==> config.mk <==
export PLATFORM = sky130hd
export DESIGN_NAME = pdc_device_flat
export DESIGN_NICKNAME = d
export VERILOG_FILES = /design/src/core/pdc_pkg.sv /design/src/core/pdc_if.sv /design/src/core/pdc_device.sv /design/src/flat_wrapper.sv
export VERILOG_INCLUDE_DIRS = /design/src /design/src/core
export SDC_FILE = /design/constraint.sdc
export NUM_CORES = 1
export LEC_CHECK = 0
export BUFFER_PORTS_ARGS = -buffer_cell sky130_fd_sc_hd__buf_2
export CAP_MARGIN = 5
export CORE_ASPECT_RATIO = 1.75
export CORE_MARGIN = 3
export CORE_UTILIZATION = 48
export CTS_BUF_LIST = sky130_fd_sc_hd__clkbuf_8
export CTS_CLUSTER_SIZE = 30
export DETAILED_ROUTE_END_ITERATION = 6
export GPL_TIMING_DRIVEN = 0
export PLACE_DENSITY_LB_ADDON = 0.15
export RECOVER_POWER = 25
export SLEW_MARGIN = 5
export SYNTH_ARGS = -nofsm -noshare
export SYNTH_HDL_FRONTEND = slang
export SYNTH_SLANG_ARGS = --single-unit
==> constraint.sdc <==
create_clock -name mclk -period 2.5 [get_ports mclk]
set_input_delay 0.375 -clock mclk [delete_from_list [all_inputs] [get_ports mclk]]
set_output_delay 0.375 -clock mclk [all_outputs]
set_load 0.01 [all_outputs]
==> src/core/pdc_consts.svh <==
`ifndef PDC_CONSTS_SVH
`define PDC_CONSTS_SVH
// Register indexes
`define PDC_IDX_TRANSMIT_IDENTIFICATION_VERSION   4'h0
`define PDC_IDX_TX_CTRL    4'h1
`define PDC_IDX_TX_TDN     4'h2
`define PDC_IDX_RECEIVE_IDENTIFICATION_VERSION   4'h4
`define PDC_IDX_RX_CTRL    4'h5
`define PDC_IDX_RX_TDN     4'h6
`define PDC_IDX_SRST       4'h7
`define PDC_IDX_DMACTL     4'h8
`define PDC_IDX_STATUS     4'h9
// Field positions
`define PDC_EN_BIT         0
`define PDC_TDN_CH_MSB     2
`define PDC_SRST_BIT       0
`define PDC_CEF_BIT        4
`define PDC_IDLE_CMD_BIT   3
`define PDC_OFFLEN_BIT     2
`define PDC_OWN_BIT        1
`define PDC_PTYPE_BIT      0
`define PDC_STAT_IDLE_BIT  31
// Reset values
`define PDC_RST_EN         1'h0
`define PDC_RST_DMACTL     5'h08
`endif

==> src/core/pdc_pkg.sv <==
package pdc_pkg;
    typedef logic [3:0] pdc_idx_t;
    typedef enum logic [1:0]
    {
        PDC_SR_RUN  = 2'b01,
        PDC_SR_PEND = 2'b10
    } pdc_srst_t;
endpackage

==> src/core/pdc_if.sv <==
`timescale 1ns/1ps
`default_nettype none
interface pdc_if;
    import pdc_pkg::*;
    logic        req_valid;
    logic        req_ready;
    logic        req_write;
    pdc_idx_t    req_index;
    logic [31:0] req_wdata;
    logic        rsp_valid;
    logic        rsp_ready;
    logic [31:0] rsp_rdata;
    modport device
    (
        input  req_valid, req_write, req_index, req_wdata, rsp_ready,
        output req_ready, rsp_valid, rsp_rdata
    );
    modport host
    (
        output req_valid, req_write, req_index, req_wdata, rsp_ready,
        input  req_ready, rsp_valid, rsp_rdata
    );
endinterface
`default_nettype wire

==> src/core/pdc_device.sv <==
`timescale 1ns/1ps
`default_nettype none
`include "pdc_consts.svh"
// Function
// [RL1] Separate transmit and receive enable bits
// [RL2] Transmit teardown by writing channel 0..7
// [RL3] Receive teardown by writing channel 0..7
// [RL4] Teardown registers always read zero
// [RL5] Teardown ready reads zero, assumed one
// [RL6] Read-only identity and version per direction
// [RL7] Writing one resets whole controller logic; request buffer and answer register keep state
// [RL8] Reset waits until both directions idle
// [RL9] Reset bit reads one while pending
// [RL10] Copy-overrun bit keeps or discards overrun frames
// [RL11] Copy-overrun bit ignores other error kinds
// [RL12] Idle command bit, zero requests idle
// [RL13] Block bit suppresses descriptor length writes
// [RL14] Clear block bit allows descriptor length writes
// [RL15] Ownership write value follows control bit
// [RL16] Arbitration: round-robin or fixed, seven highest
// [RL17] Status idle flag when no transfer
// [RL18] Reserved bits read zero, writes ignored
module pdc_device
    import pdc_pkg::*;
#(
    parameter int          DEPTH    = 2,
    parameter logic [15:0] TX_IDENT = 16'h1234, // Arbitrary value
    parameter logic [7:0]  TX_MAJOR = 8'h01,    // Arbitrary value
    parameter logic [7:0]  TX_MINOR = 8'h00,    // Arbitrary value
    parameter logic [15:0] RX_IDENT = 16'h1235, // Arbitrary value
    parameter logic [7:0]  RX_MAJOR = 8'h01,    // Arbitrary value
    parameter logic [7:0]  RX_MINOR = 8'h00     // Arbitrary value
)
(
    input  wire logic       mclk,
    input  wire logic       sys_rst,
    pdc_if.device           bus,
    input  wire logic       tx_active,
    input  wire logic       rx_active,
    input  wire logic [7:0] tx_channel_pending,
    input  wire logic       tx_channel_take,
    input  wire logic       rx_overrun_hit,
    output logic            transmit_enable,
    output logic            receive_enable,
    output logic            transmit_teardown_strobe,
    output logic [2:0]      transmit_teardown_channel,
    output logic            receive_teardown_strobe,
    output logic [2:0]      receive_teardown_channel,
    output logic            dma_soft_reset,
    output logic            copy_overrun_frames_enable,
    output logic            idle_request,
    output logic            descriptor_length_write_block,
    output logic            rx_ownership_value,
    output logic            transmit_arbitration_type,
    output logic            tx_next_valid,
    output logic [2:0]      tx_next_channel,
    output logic            rx_overrun_discard,
    output logic            idle_status
);
    localparam int PTR_W = (DEPTH > 1) ? $clog2(DEPTH) : 1;
    localparam int W     = 37;

    if (DEPTH < 2 || (DEPTH & (DEPTH - 1)) != 0)
    begin : g_depth_check
        $error("DEPTH must be a power of two, at least 2");
    end

    ////////////////////////////////////////////////////////////////////////
    // Request buffer
    logic [W-1:0]   fifo_mem [DEPTH];
    logic [PTR_W-1:0] wr_ptr_reg;
    logic [PTR_W-1:0] rd_ptr_reg;
    logic [PTR_W:0] count_reg;
    logic           push;
    logic           pop;
    logic [W-1:0]   head;
    logic           hd_write;
    pdc_idx_t       hd_idx;
    logic [31:0]    hd_data;
    logic           wr;

    assign bus.req_ready = count_reg != (PTR_W + 1)'(DEPTH);
    assign push     = bus.req_valid && bus.req_ready;
    assign pop      = (count_reg != '0) && (!bus.rsp_valid || bus.rsp_ready);
    assign head     = fifo_mem[rd_ptr_reg];
    assign hd_write = head[W-1];
    assign hd_idx   = head[35:32];
    assign hd_data  = head[31:0];
    assign wr       = pop && hd_write;

    always_ff @(posedge mclk)
    begin
        if (push)
            fifo_mem[wr_ptr_reg] <= {bus.req_write, bus.req_index,
                                     bus.req_wdata};
    end

    always_ff @(posedge mclk)
    begin
        if (sys_rst)
        begin
            wr_ptr_reg <= '0;
            rd_ptr_reg <= '0;
            count_reg  <= '0;
        end
        else
        begin
            if (push)
                wr_ptr_reg <= wr_ptr_reg + 1'b1;
            if (pop)
                rd_ptr_reg <= rd_ptr_reg + 1'b1;
            count_reg <= count_reg + (PTR_W + 1)'(push)
                                   - (PTR_W + 1)'(pop);
        end
    end

    ////////////////////////////////////////////////////////////////////////
    // Soft reset sequencing
    pdc_srst_t srst_state_reg;
    logic      idle_now;
    logic      srst_apply;
    logic      srst_write;
    logic      ctl_rst;

    assign idle_now   = !tx_active && !rx_active;
    assign srst_write = wr && (hd_idx == `PDC_IDX_SRST)
                        && hd_data[`PDC_SRST_BIT];
    // Held off until both engines idle [RL8]
    assign srst_apply = (srst_state_reg == PDC_SR_PEND) && idle_now;
    assign ctl_rst    = sys_rst || srst_apply;

    always_ff @(posedge mclk)
    begin
        if (sys_rst)
            srst_state_reg <= PDC_SR_RUN;
        else
        begin
            unique case (srst_state_reg)
                PDC_SR_RUN:
                    if (srst_write)
                        srst_state_reg <= PDC_SR_PEND;
                // Set wins in apply cycle
                PDC_SR_PEND:
                    if (srst_apply && !srst_write)
                        srst_state_reg <= PDC_SR_RUN;
                default:
                    srst_state_reg <= PDC_SR_RUN;
            endcase
        end
    end

    always_ff @(posedge mclk)
    begin
        if (sys_rst)
            dma_soft_reset <= 1'b0;
        else
            dma_soft_reset <= srst_apply; // [RL7]
    end

    ////////////////////////////////////////////////////////////////////////
    // Control registers, loaded with reset values by soft reset too
    logic       tx_en_reg;
    logic       rx_en_reg;
    logic [4:0] dmactl_reg;

    always_ff @(posedge mclk)
    begin
        if (ctl_rst)
        begin
            tx_en_reg  <= `PDC_RST_EN;
            rx_en_reg  <= `PDC_RST_EN;
            dmactl_reg <= `PDC_RST_DMACTL;
        end
        else if (wr)
        begin
            if (hd_idx == `PDC_IDX_TX_CTRL)
                tx_en_reg <= hd_data[`PDC_EN_BIT]; // [RL1]
            if (hd_idx == `PDC_IDX_RX_CTRL)
                rx_en_reg <= hd_data[`PDC_EN_BIT]; // [RL1]
            if (hd_idx == `PDC_IDX_DMACTL)
                dmactl_reg <= hd_data[4:0]; // [RL18]
        end
    end

    assign transmit_enable               = tx_en_reg;
    assign receive_enable                = rx_en_reg;
    assign copy_overrun_frames_enable    = dmactl_reg[`PDC_CEF_BIT];
    assign idle_request  = !dmactl_reg[`PDC_IDLE_CMD_BIT]; // [RL12]
    // Length word writes gated by this bit [RL13] [RL14]
    assign descriptor_length_write_block = dmactl_reg[`PDC_OFFLEN_BIT];
    assign rx_ownership_value = dmactl_reg[`PDC_OWN_BIT]; // [RL15]
    assign transmit_arbitration_type     = dmactl_reg[`PDC_PTYPE_BIT];

    ////////////////////////////////////////////////////////////////////////
    // Teardown commands; one-cycle strobes
    always_ff @(posedge mclk)
    begin
        if (ctl_rst)
        begin
            transmit_teardown_strobe  <= 1'b0;
            transmit_teardown_channel <= 3'h0;
            receive_teardown_strobe   <= 1'b0;
            receive_teardown_channel  <= 3'h0;
        end
        else
        begin
            transmit_teardown_strobe <= wr && hd_idx == `PDC_IDX_TX_TDN;
            receive_teardown_strobe  <= wr && hd_idx == `PDC_IDX_RX_TDN;
            if (wr && hd_idx == `PDC_IDX_TX_TDN)
                transmit_teardown_channel <= hd_data[2:0]; // [RL2]
            if (wr && hd_idx == `PDC_IDX_RX_TDN)
                receive_teardown_channel <= hd_data[2:0]; // [RL3]
        end
    end

    ////////////////////////////////////////////////////////////////////////
    // Transmit channel selection
    logic [2:0] last_ch_reg;
    logic [2:0] pick;
    logic [2:0] cand;

    always_comb
    begin
        pick = 3'h0;
        cand = 3'h0;
        if (transmit_arbitration_type)
        begin
            for (int i = 0; i < 8; i++)
                if (tx_channel_pending[i])
                    pick = 3'(i); // [RL16]
        end
        else
        begin
            // Downward scan: nearest after last served wins
            for (int k = 8; k > 0; k--)
            begin
                cand = last_ch_reg + 3'(k);
                if (tx_channel_pending[cand])
                    pick = cand; // [RL16]
            end
        end
    end

    always_ff @(posedge mclk)
    begin
        if (ctl_rst)
        begin
            tx_next_valid   <= 1'b0;
            tx_next_channel <= 3'h0;
            last_ch_reg     <= 3'h7;
        end
        else
        begin
            tx_next_valid   <= |tx_channel_pending;
            tx_next_channel <= pick;
            if (tx_channel_take)
                last_ch_reg <= tx_next_channel;
        end
    end

    ////////////////////////////////////////////////////////////////////////
    // Overrun handling and idle status
    always_ff @(posedge mclk)
    begin
        if (ctl_rst)
        begin
            rx_overrun_discard <= 1'b0;
            idle_status        <= 1'b0;
        end
        else
        begin
            // Other errors never enter here [RL10] [RL11]
            rx_overrun_discard <= rx_overrun_hit
                                  && !copy_overrun_frames_enable;
            idle_status <= idle_now; // [RL17]
        end
    end

    ////////////////////////////////////////////////////////////////////////
    // Read data and answer
    logic [31:0] rdata_next;
    logic        rsp_valid_reg;
    logic [31:0] rsp_rdata_reg;

    always_comb
    begin
        rdata_next = 32'h0; // [RL18]
        if (!hd_write)
        begin
            unique case (hd_idx)
                `PDC_IDX_TRANSMIT_IDENTIFICATION_VERSION:
                    rdata_next = {TX_IDENT, TX_MAJOR, TX_MINOR}; // [RL6]
                `PDC_IDX_RECEIVE_IDENTIFICATION_VERSION:
                    rdata_next = {RX_IDENT, RX_MAJOR, RX_MINOR}; // [RL6]
                `PDC_IDX_TX_CTRL:
                    rdata_next[`PDC_EN_BIT] = tx_en_reg;
                `PDC_IDX_RX_CTRL:
                    rdata_next[`PDC_EN_BIT] = rx_en_reg;
                // Teardown and ready flag read zero [RL4] [RL5]
                `PDC_IDX_TX_TDN,
                `PDC_IDX_RX_TDN:
                    rdata_next = 32'h0;
                `PDC_IDX_SRST:
                    rdata_next[`PDC_SRST_BIT] =
                        (srst_state_reg == PDC_SR_PEND); // [RL9]
                `PDC_IDX_DMACTL:
                    rdata_next[4:0] = dmactl_reg;
                `PDC_IDX_STATUS:
                    rdata_next[`PDC_STAT_IDLE_BIT] = idle_status;
                default:
                    rdata_next = 32'h0;
            endcase
        end
    end

    always_ff @(posedge mclk)
    begin
        if (sys_rst)
        begin
            rsp_valid_reg <= 1'b0;
            rsp_rdata_reg <= 32'h0;
        end
        else if (pop)
        begin
            rsp_valid_reg <= 1'b1;
            rsp_rdata_reg <= rdata_next;
        end
        else if (bus.rsp_ready)
            rsp_valid_reg <= 1'b0;
    end

    assign bus.rsp_valid = rsp_valid_reg;
    assign bus.rsp_rdata = rsp_rdata_reg;
endmodule // pdc_device
`default_nettype wire

==> src/flat_wrapper.sv <==
// flat-port wrapper written by rule: the top's interface ports become plain ports
module pdc_device_flat import pdc_pkg::*;
#(
    parameter int          DEPTH    = 2,
    parameter logic [15:0] TX_IDENT = 16'h1234,                   
    parameter logic [7:0]  TX_MAJOR = 8'h01,                      
    parameter logic [7:0]  TX_MINOR = 8'h00,                      
    parameter logic [15:0] RX_IDENT = 16'h1235,                   
    parameter logic [7:0]  RX_MAJOR = 8'h01,                      
    parameter logic [7:0]  RX_MINOR = 8'h00                       
)
  (mclk, sys_rst, tx_active, rx_active, tx_channel_pending, tx_channel_take, rx_overrun_hit, transmit_enable, receive_enable, transmit_teardown_strobe, transmit_teardown_channel, receive_teardown_strobe, receive_teardown_channel, dma_soft_reset, copy_overrun_frames_enable, idle_request, descriptor_length_write_block, rx_ownership_value, transmit_arbitration_type, tx_next_valid, tx_next_channel, rx_overrun_discard, idle_status, bus_req_valid, bus_req_write, bus_req_index, bus_req_wdata, bus_rsp_ready, bus_req_ready, bus_rsp_valid, bus_rsp_rdata);
  pdc_if bus_i ();
  input  wire logic mclk;
  input  wire logic sys_rst;
  input  wire logic tx_active;
  input  wire logic rx_active;
  input  wire logic [7:0] tx_channel_pending;
  input  wire logic tx_channel_take;
  input  wire logic rx_overrun_hit;
  output logic transmit_enable;
  output logic receive_enable;
  output logic transmit_teardown_strobe;
  output logic [2:0] transmit_teardown_channel;
  output logic receive_teardown_strobe;
  output logic [2:0] receive_teardown_channel;
  output logic dma_soft_reset;
  output logic copy_overrun_frames_enable;
  output logic idle_request;
  output logic descriptor_length_write_block;
  output logic rx_ownership_value;
  output logic transmit_arbitration_type;
  output logic tx_next_valid;
  output logic [2:0] tx_next_channel;
  output logic rx_overrun_discard;
  output logic idle_status;
  input wire logic [$bits(bus_i.req_valid)-1:0] bus_req_valid;
  input wire logic [$bits(bus_i.req_write)-1:0] bus_req_write;
  input wire logic [$bits(bus_i.req_index)-1:0] bus_req_index;
  input wire logic [$bits(bus_i.req_wdata)-1:0] bus_req_wdata;
  input wire logic [$bits(bus_i.rsp_ready)-1:0] bus_rsp_ready;
  output wire logic [$bits(bus_i.req_ready)-1:0] bus_req_ready;
  output wire logic [$bits(bus_i.rsp_valid)-1:0] bus_rsp_valid;
  output wire logic [$bits(bus_i.rsp_rdata)-1:0] bus_rsp_rdata;
  assign bus_i.req_valid = bus_req_valid;
  assign bus_i.req_write = bus_req_write;
  assign bus_i.req_index = bus_req_index;
  assign bus_i.req_wdata = bus_req_wdata;
  assign bus_i.rsp_ready = bus_rsp_ready;
  assign bus_req_ready = bus_i.req_ready;
  assign bus_rsp_valid = bus_i.rsp_valid;
  assign bus_rsp_rdata = bus_i.rsp_rdata;
  pdc_device #(.DEPTH(DEPTH), .TX_IDENT(TX_IDENT), .TX_MAJOR(TX_MAJOR), .TX_MINOR(TX_MINOR), .RX_IDENT(RX_IDENT), .RX_MAJOR(RX_MAJOR), .RX_MINOR(RX_MINOR)) u_core (.mclk(mclk), .sys_rst(sys_rst), .bus(bus_i), .tx_active(tx_active), .rx_active(rx_active), .tx_channel_pending(tx_channel_pending), .tx_channel_take(tx_channel_take), .rx_overrun_hit(rx_overrun_hit), .transmit_enable(transmit_enable), .receive_enable(receive_enable), .transmit_teardown_strobe(transmit_teardown_strobe), .transmit_teardown_channel(transmit_teardown_channel), .receive_teardown_strobe(receive_teardown_strobe), .receive_teardown_channel(receive_teardown_channel), .dma_soft_reset(dma_soft_reset), .copy_overrun_frames_enable(copy_overrun_frames_enable), .idle_request(idle_request), .descriptor_length_write_block(descriptor_length_write_block), .rx_ownership_value(rx_ownership_value), .transmit_arbitration_type(transmit_arbitration_type), .tx_next_valid(tx_next_valid), .tx_next_channel(tx_next_channel), .rx_overrun_discard(rx_overrun_discard), .idle_status(idle_status));
endmodule
### Yosys cells after proc, flatten, opt, wreduce, memory -nomap -nowiden

Memories as Yosys holds them, arrays and structs flattened. A register that Yosys moved wholly into a read port is not among the register bits.
Cells that the tools add are included.

| word-level totals | value |
|---|---|
| memories kept | 1 |
| RAM bits | 74 |
| register bits | 64 |
| bits of input ports | 53 |
| output and inout bits | 56 |
| word-level logic and storage cells | 125 |

| operators by class | value |
|---|---|
| equality and inequality tests | 13 |
| add/sub/neg operators | 11 |
| reductions and logical operators | 27 |
| magnitude comparators | 8 |
| multiplexer cells | 46 |

Memory list:

| name | depth | width | read ports | clocked after memory_dff | wr ports | line | source |
|---|---|---|---|---|---|---|---|
| u_core.fifo_mem | 2 | 37 | 1 | 1 | 1 | pdc_device.sv:70 | `logic [W-1:0] fifo_mem [DEPTH];` |

Operators by type and width:

| kind | count |
|---|---|
| 24-bit case mux with 2 select lines | 1 |
| 3-bit 2-to-1 mux | 13 |
| 3-bit by 4-bit < comparator with 1-bit output (second input constant) | 8 |
| 32-bit 2-to-1 mux | 1 |
| 1-bit binary-select mux with 3-bit select | 8 |
| 4-bit by 3-bit == test with 1-bit output (second input constant) | 4 |
| 1-bit 2-to-1 mux | 16 |
| 3-bit adder (second input constant) | 4 |
| 1-bit logical AND | 11 |
| 4-bit == test (second input constant) | 2 |
| 2-bit 2-to-1 mux | 4 |
| 2-bit AND reduction | 4 |
| 8-bit OR reduction | 1 |
| 3-bit by 2-bit adder with 3-bit output (second input constant) | 2 |
| 1-bit logical NOT | 6 |
| 4-bit by 1-bit == test with 1-bit output (second input constant) | 1 |
| 4-bit by 2-bit == test with 1-bit output (second input constant) | 1 |
| 4-bit logical NOT | 1 |
| 4-bit 2-to-1 mux | 1 |
| 2-bit by 1-bit != test with 1-bit output (second input constant) | 2 |
| 1-bit case mux with 4 select lines | 1 |
| 2-bit case mux with 2 select lines | 1 |
| 2-bit nonzero test | 2 |
| 3-bit by 1-bit adder with 3-bit output (second input constant) | 1 |
| 7 further kinds | 9 |

### Logic depth before layout (Yosys ltp)

| logic depth | value |
|---|---|
| word-level depth | 11 |
| depth in mapped cells | 10 |
| mapped depth without buffers | 8 |

### Worst setup path before layout

No wires, ideal clock.

| path | value |
|---|---|
| path kind | reg2reg |
| from | register u_core.last_ch_reg[0] |
| to | register u_core.tx_next_channel[0] |
| arrival | 2584 ps |
| cell stages (with the launch flop) | 10 |
| slack | -216 ps |
| clock period less this slack | 2716 ps |
| path through | dfxtp_1 buf_6 inv_1 ha_1 buf_4 mux4_1 mux2i_2 o21ai_0 a2111oi_0 nor4_1 |

| on the way | value |
|---|---|
| word-level cells in the longest chain between the ends | 11 |
| elaborated cells on any way between the ends | 32 |

RTL lines:

| element | line | source |
|---|---|---|
| from (decl) | pdc_device.sv:218 | `logic [2:0] last_ch_reg;` |
| from (signal assigned) | pdc_device.sv:257 | `last_ch_reg <= tx_next_channel;` |
| 3-bit adder or 1-bit binary-select mux with 3-bit select (tied branches) | pdc_device.sv:237, pdc_device.sv:238 |  |
| 1-bit binary-select mux with 3-bit select or 1-bit 2-to-1 mux (tied branches) | pdc_device.sv:238 | `if (tx_channel_pending[cand])` |
| 1-bit 2-to-1 mux (implied by the code) or 3-bit 2-to-1 mux (tied branches) | pdc_device.sv:238 |  |
| 3-bit 2-to-1 mux (6 in a row) | pdc_device.sv:238 |  |
| 3-bit 2-to-1 mux * | pdc_device.sv:238 |  |
| 3-bit 2-to-1 mux * | pdc_device.sv:226 | `if (transmit_arbitration_type)` |
| to (signal assigned) | pdc_device.sv:255 | `tx_next_channel <= pick;` |
| to (decl) | pdc_device.sv:56 | `output logic [2:0] tx_next_channel,` |

Mark *: on every way between the ends. The rest lies on a longest branch, timed or not. The select of a mux whose other input is x is not followed.
A chain may end at the register's enable or synchronous reset.

### Worst setup path in the final report

| path | value |
|---|---|
| from | register u_core.last_ch_reg[1] |
| to | register u_core.tx_next_channel[0] |

The elaborated chain is that of the path after synthesis.

==> results.txt <==
- Data arrives at the worst endpoint at 2.89 ns.
- Most used cell along the critical path: nor4_2
* Total clock buffers created by CTS: 9
- Class of the worst hold path: input pin to flip-flop
* End of the worst register-to-register path: u_core.tx_next_channel[0]
- R2R Setup Slk: -0.18 ns
* Clock latency of the later-clocked register in the worst-skew pair: 0.34 ns
- In the routed design, unresolved DRC markers number 0.
- Cell type of the slowest stage on the worst timing path: mux4_2
* Min-delay src: bus_req_wdata[2]
- Area of the placeable core: 0.00669 mm2
* Clock sink count: 61
- After detailed placement, the total cell area comes to 0.00386 mm2.
- At the end of the flow, the number of nets in the layout was 481.
* Max Root-Sink Buffers: 2
- Area overhead of the layout relative to synthesis: 23.9%
- Unique cell type count in the Yosys netlist: 57
- For the pin with the worst max-slew slack, the measured transition is 0.809 ns.
- The path with the worst hold slack has its endpoint at u_core.fifo_mem[0][2].
- The finished cells cover 0.00419 mm2.
* Number of antenna violations at the first check in global routing: 0
* Fraction of final layout cells sized beyond drive strength 1: 33.9%
- Adding up every negative setup slack in the final design gives -0.315 ns.
- Worst r2r src: u_core.last_ch_reg[1]
* Clock tree from TritonCTS: done
- In the detailed route, the total length drawn on met3 is 344 um.
* Row count: 39
- The via count of the first global-routing pass was 2712.
- The worst setup path is captured at a flip-flop.
- PD cells: 783 mW/mm2
- Across the run, the number of max-cap violations was 0.
- Maximum number of pins on one net before global-route repair: 11
- Slowest cell delay on critical path: 0.50 ns
- The most used flip-flop cell after synthesis is dfxtp_1.
- Average vias per placed instance: 5.39
* Final Cycle Share: 107%
* Clock period minus worst slack: 2.68 ns
* Die Height: 117 um
- Gp weighted congestion: 0.976
- The synthesized design contains 61 register bits.
- The root buffer cell chosen for the clock tree is clkbuf_8.
* Overall overflow remaining after global route: 0
* Clock input transition at the sequential cells of the worst setup and hold paths: 0.06 ns
* Synthesis warning total: 0
- Detailed routing placed a total of 4650 um of wire on met2.
* Critical path launch point type: flip-flop
- After technology mapping, the gate count stands at 324.
* Uppermost routed layer: met4
- Fmax achieved: 372 MHz
- Yosys mapped a number of flops with a built-in enable equal to 20.
- Post-CTS Hold Fix Bufs: 0
* Static leakage: 0.00175 uW
* Fraction of registers with async set/reset: 0%
- Sequential area share after synthesis: 42.1%
- Ant diodes: 0
- The die covers 0.00812 mm2.
* Multi-input combinational cell area: 0.00176 mm2
* Register area: 0.00143 mm2
* Violations in the final reports: negative setup slack
- The pre-antenna-repair detailed-routing pass consisted of 4 iterations.
- The average instance in the mapped netlist occupies 10.4 um2.
- Required time of the critical path: 2.71 ns
* Num ports: 109
- Number of buffer cells added on primary ports: 59
- Global-route usage over all layers: 20.8%
- Final setup vio count: 3
* Worst-case headroom to the max-slew limit: 45.7%
- Counting cells, the worst reg-to-reg path comes to 9.
* Biggest fanout along the worst timing path: 7
- The detail route stage leaves a number of antenna-violating nets equal to 0.
* Number of filler instances in the final layout: 603
* Final worst hold slack: 0.222 ns
- Count of endpoints failing hold in the final timing report: 0
* Routed wirelength normalized by instance count: 16.0 um
* Sequence of cells on the critical path: buf_6, clkinvlp_4, ha_4, buf_8, mux4_2, mux2_4, o31ai_4, nor4_2, nor4_2
- Post-Route M1 WL: 2700 um
- Cell area after technology mapping: 0.00338 mm2
* Final worst setup slack: -0.185 ns
- The first routing iteration left 199 violations.
- In this run the horizontal extent of the chip is 69.4 um.
- Maximum ir drop on the vdd rail: 0.637 mV
- Number of max-slew violations in the final report: 0
- The HPWL after detailed placement is 6220 um.
- Setup repair after global routing missed its margin: yes
- Vias after detailed routing: 2747
- The first global-routing pass estimated 13000 um of wire.
- The flow ran to the end, but the final reports show violations.
- The completed layout was analyzed and its total power is 3280 uW.
* H-tree depth: 3
- Wires add up to 8180 um.
- For this configuration, the core starts out at a cell density of 50.5%.
- The clock arrives with 0.00764 ns of skew.
- The worst setup path is of the flip-flop to flip-flop kind.
- Worst hold path cell count: 1
* Max reg flops: 20
-- critical path, delay by kind of cell (launching register included) --
family | cells | cell delay (ns)
adder cells (fa/ha/maj) | 1 | 0.31
buffers and inverters | 3 | 0.34
multiplexers | 2 | 0.81
flip-flops | 1 | 0.34
AND/OR/NAND/NOR | 2 | 0.48
AO/OA/AOI/OAI | 1 | 0.26
-- area by class of cell --
type | count | area share [%]
Buffer | 39 | 7.12
Clock buffer | 11 | 3.62
Clock inverter | 4 | 0.419
Inverter | 14 | 1.43
Multi-Input combinational cell | 228 | 41.9
Sequential cell | 61 | 34.1
Tap cell | 82 | 2.45
Timing Repair Buffer | 71 | 8.94
-- synth_stat cells, drive strengths merged, types with 2 or more instances --
master / number / share of area, %
buf: 36 / 8.0
o32a: 3 / 0.89
dfxtp: 41 / 24
mux4: 12 / 8.7
nor3: 9 / 1.3
mux2i: 19 / 5.7
nand2: 15 / 1.7
and3: 3 / 0.56
a21oi: 14 / 2.1
nor2b: 3 / 0.56
nor2: 37 / 4.1
a221oi: 2 / 0.52
a22oi: 6 / 1.3
edfxtp: 20 / 18
o211ai: 6 / 1.3
a32oi: 2 / 0.52
a211o: 2 / 0.52
or3: 2 / 0.37
clkbuf: 3 / 0.33
and2: 2 / 0.37
xnor2: 4 / 1.0
inv: 14 / 1.6
o22ai: 2 / 0.37
nand2b: 9 / 1.7
ha: 4 / 1.5
a31oi: 3 / 0.56
nor4b: 2 / 0.52
nand3: 3 / 0.59
o31ai: 2 / 0.44
or2: 2 / 0.37
mux2: 10 / 3.4
o21ai: 8 / 1.2
xor2: 4 / 1.0
nor4: 6 / 1.3
-- stage by stage --
stage               setup slack, ns  util, %  instances
floorplan                    0.0238        -        342
global placement             -0.513     57.7        483
detailed placement           -0.542     57.7        483
CTS                         -0.0971     62.3        507
global route                 -0.220     62.6        510
finish                       -0.185     62.6        510
-- power breakdown --
group | switching [uW] | total, uW | internal, uW
sequential | 65.2 | 1220 | 1160
combinational | 729 | 1320 | 595
clock | 337 | 733 | 397
total | 1130 | 3280 | 2150
-- logic make-up after synthesis --
kind of cell / share of synthesized area, %
simple gates: 14.0
flops: 42.1
compound gates: 12.5
buf+inv: 9.85
mux: 17.9
xor+xnor: 2.07
fa+ha+maj: 1.48
other cells: 0.111
-- per-layer routing --
metal | vias to the layer above | global-route usage, %
li1 | 1352 | -
met1 | 1280 | 18.7
met2 | 85 | 40.2
met3 | 30 | 4.53
met4 | 0 | 15.3
met5 | - | 0
-- worst max-delay path by stage --
stage | start | to | depth (start not counted)
6_report | u_core.last_ch_reg[1] | u_core.tx_next_channel[0] | 9
5_1_grt | u_core.last_ch_reg[0] | u_core.tx_next_channel[0] | 9
4_1_cts | u_core.last_ch_reg[0] | u_core.tx_next_channel[0] | 10
3_5_place_dp | u_core.last_ch_reg[0] | u_core.tx_next_channel[0] | 10
3_3_place_gp | u_core.last_ch_reg[0] | u_core.tx_next_channel[0] | 10
2_1_floorplan | u_core.last_ch_reg[0] | u_core.tx_next_channel[0] | 10
-- placed cells by master, fill, tap and decap left out, types with 9 or more instances in the layout --
cell type   n
edfxtp_1   20
clkbuf_8   11
buf_4      40
nand2b_1    9
clkbuf_1   12
a21oi_1    13
nor2_1     37
inv_1      14
nand2_1    15
conb_1     19
mux2i_1    17
buf_2      51
nor3_1      9
dfxtp_1    39
-- repair_timing --
action                                  CTS  global route
pin swaps                                 8             4
buffers inserted                          9             3
gates resized for setup                  17             4
endpoints found under the setup margin    3             3
Note: power is estimated with default switching activity, not from simulation.
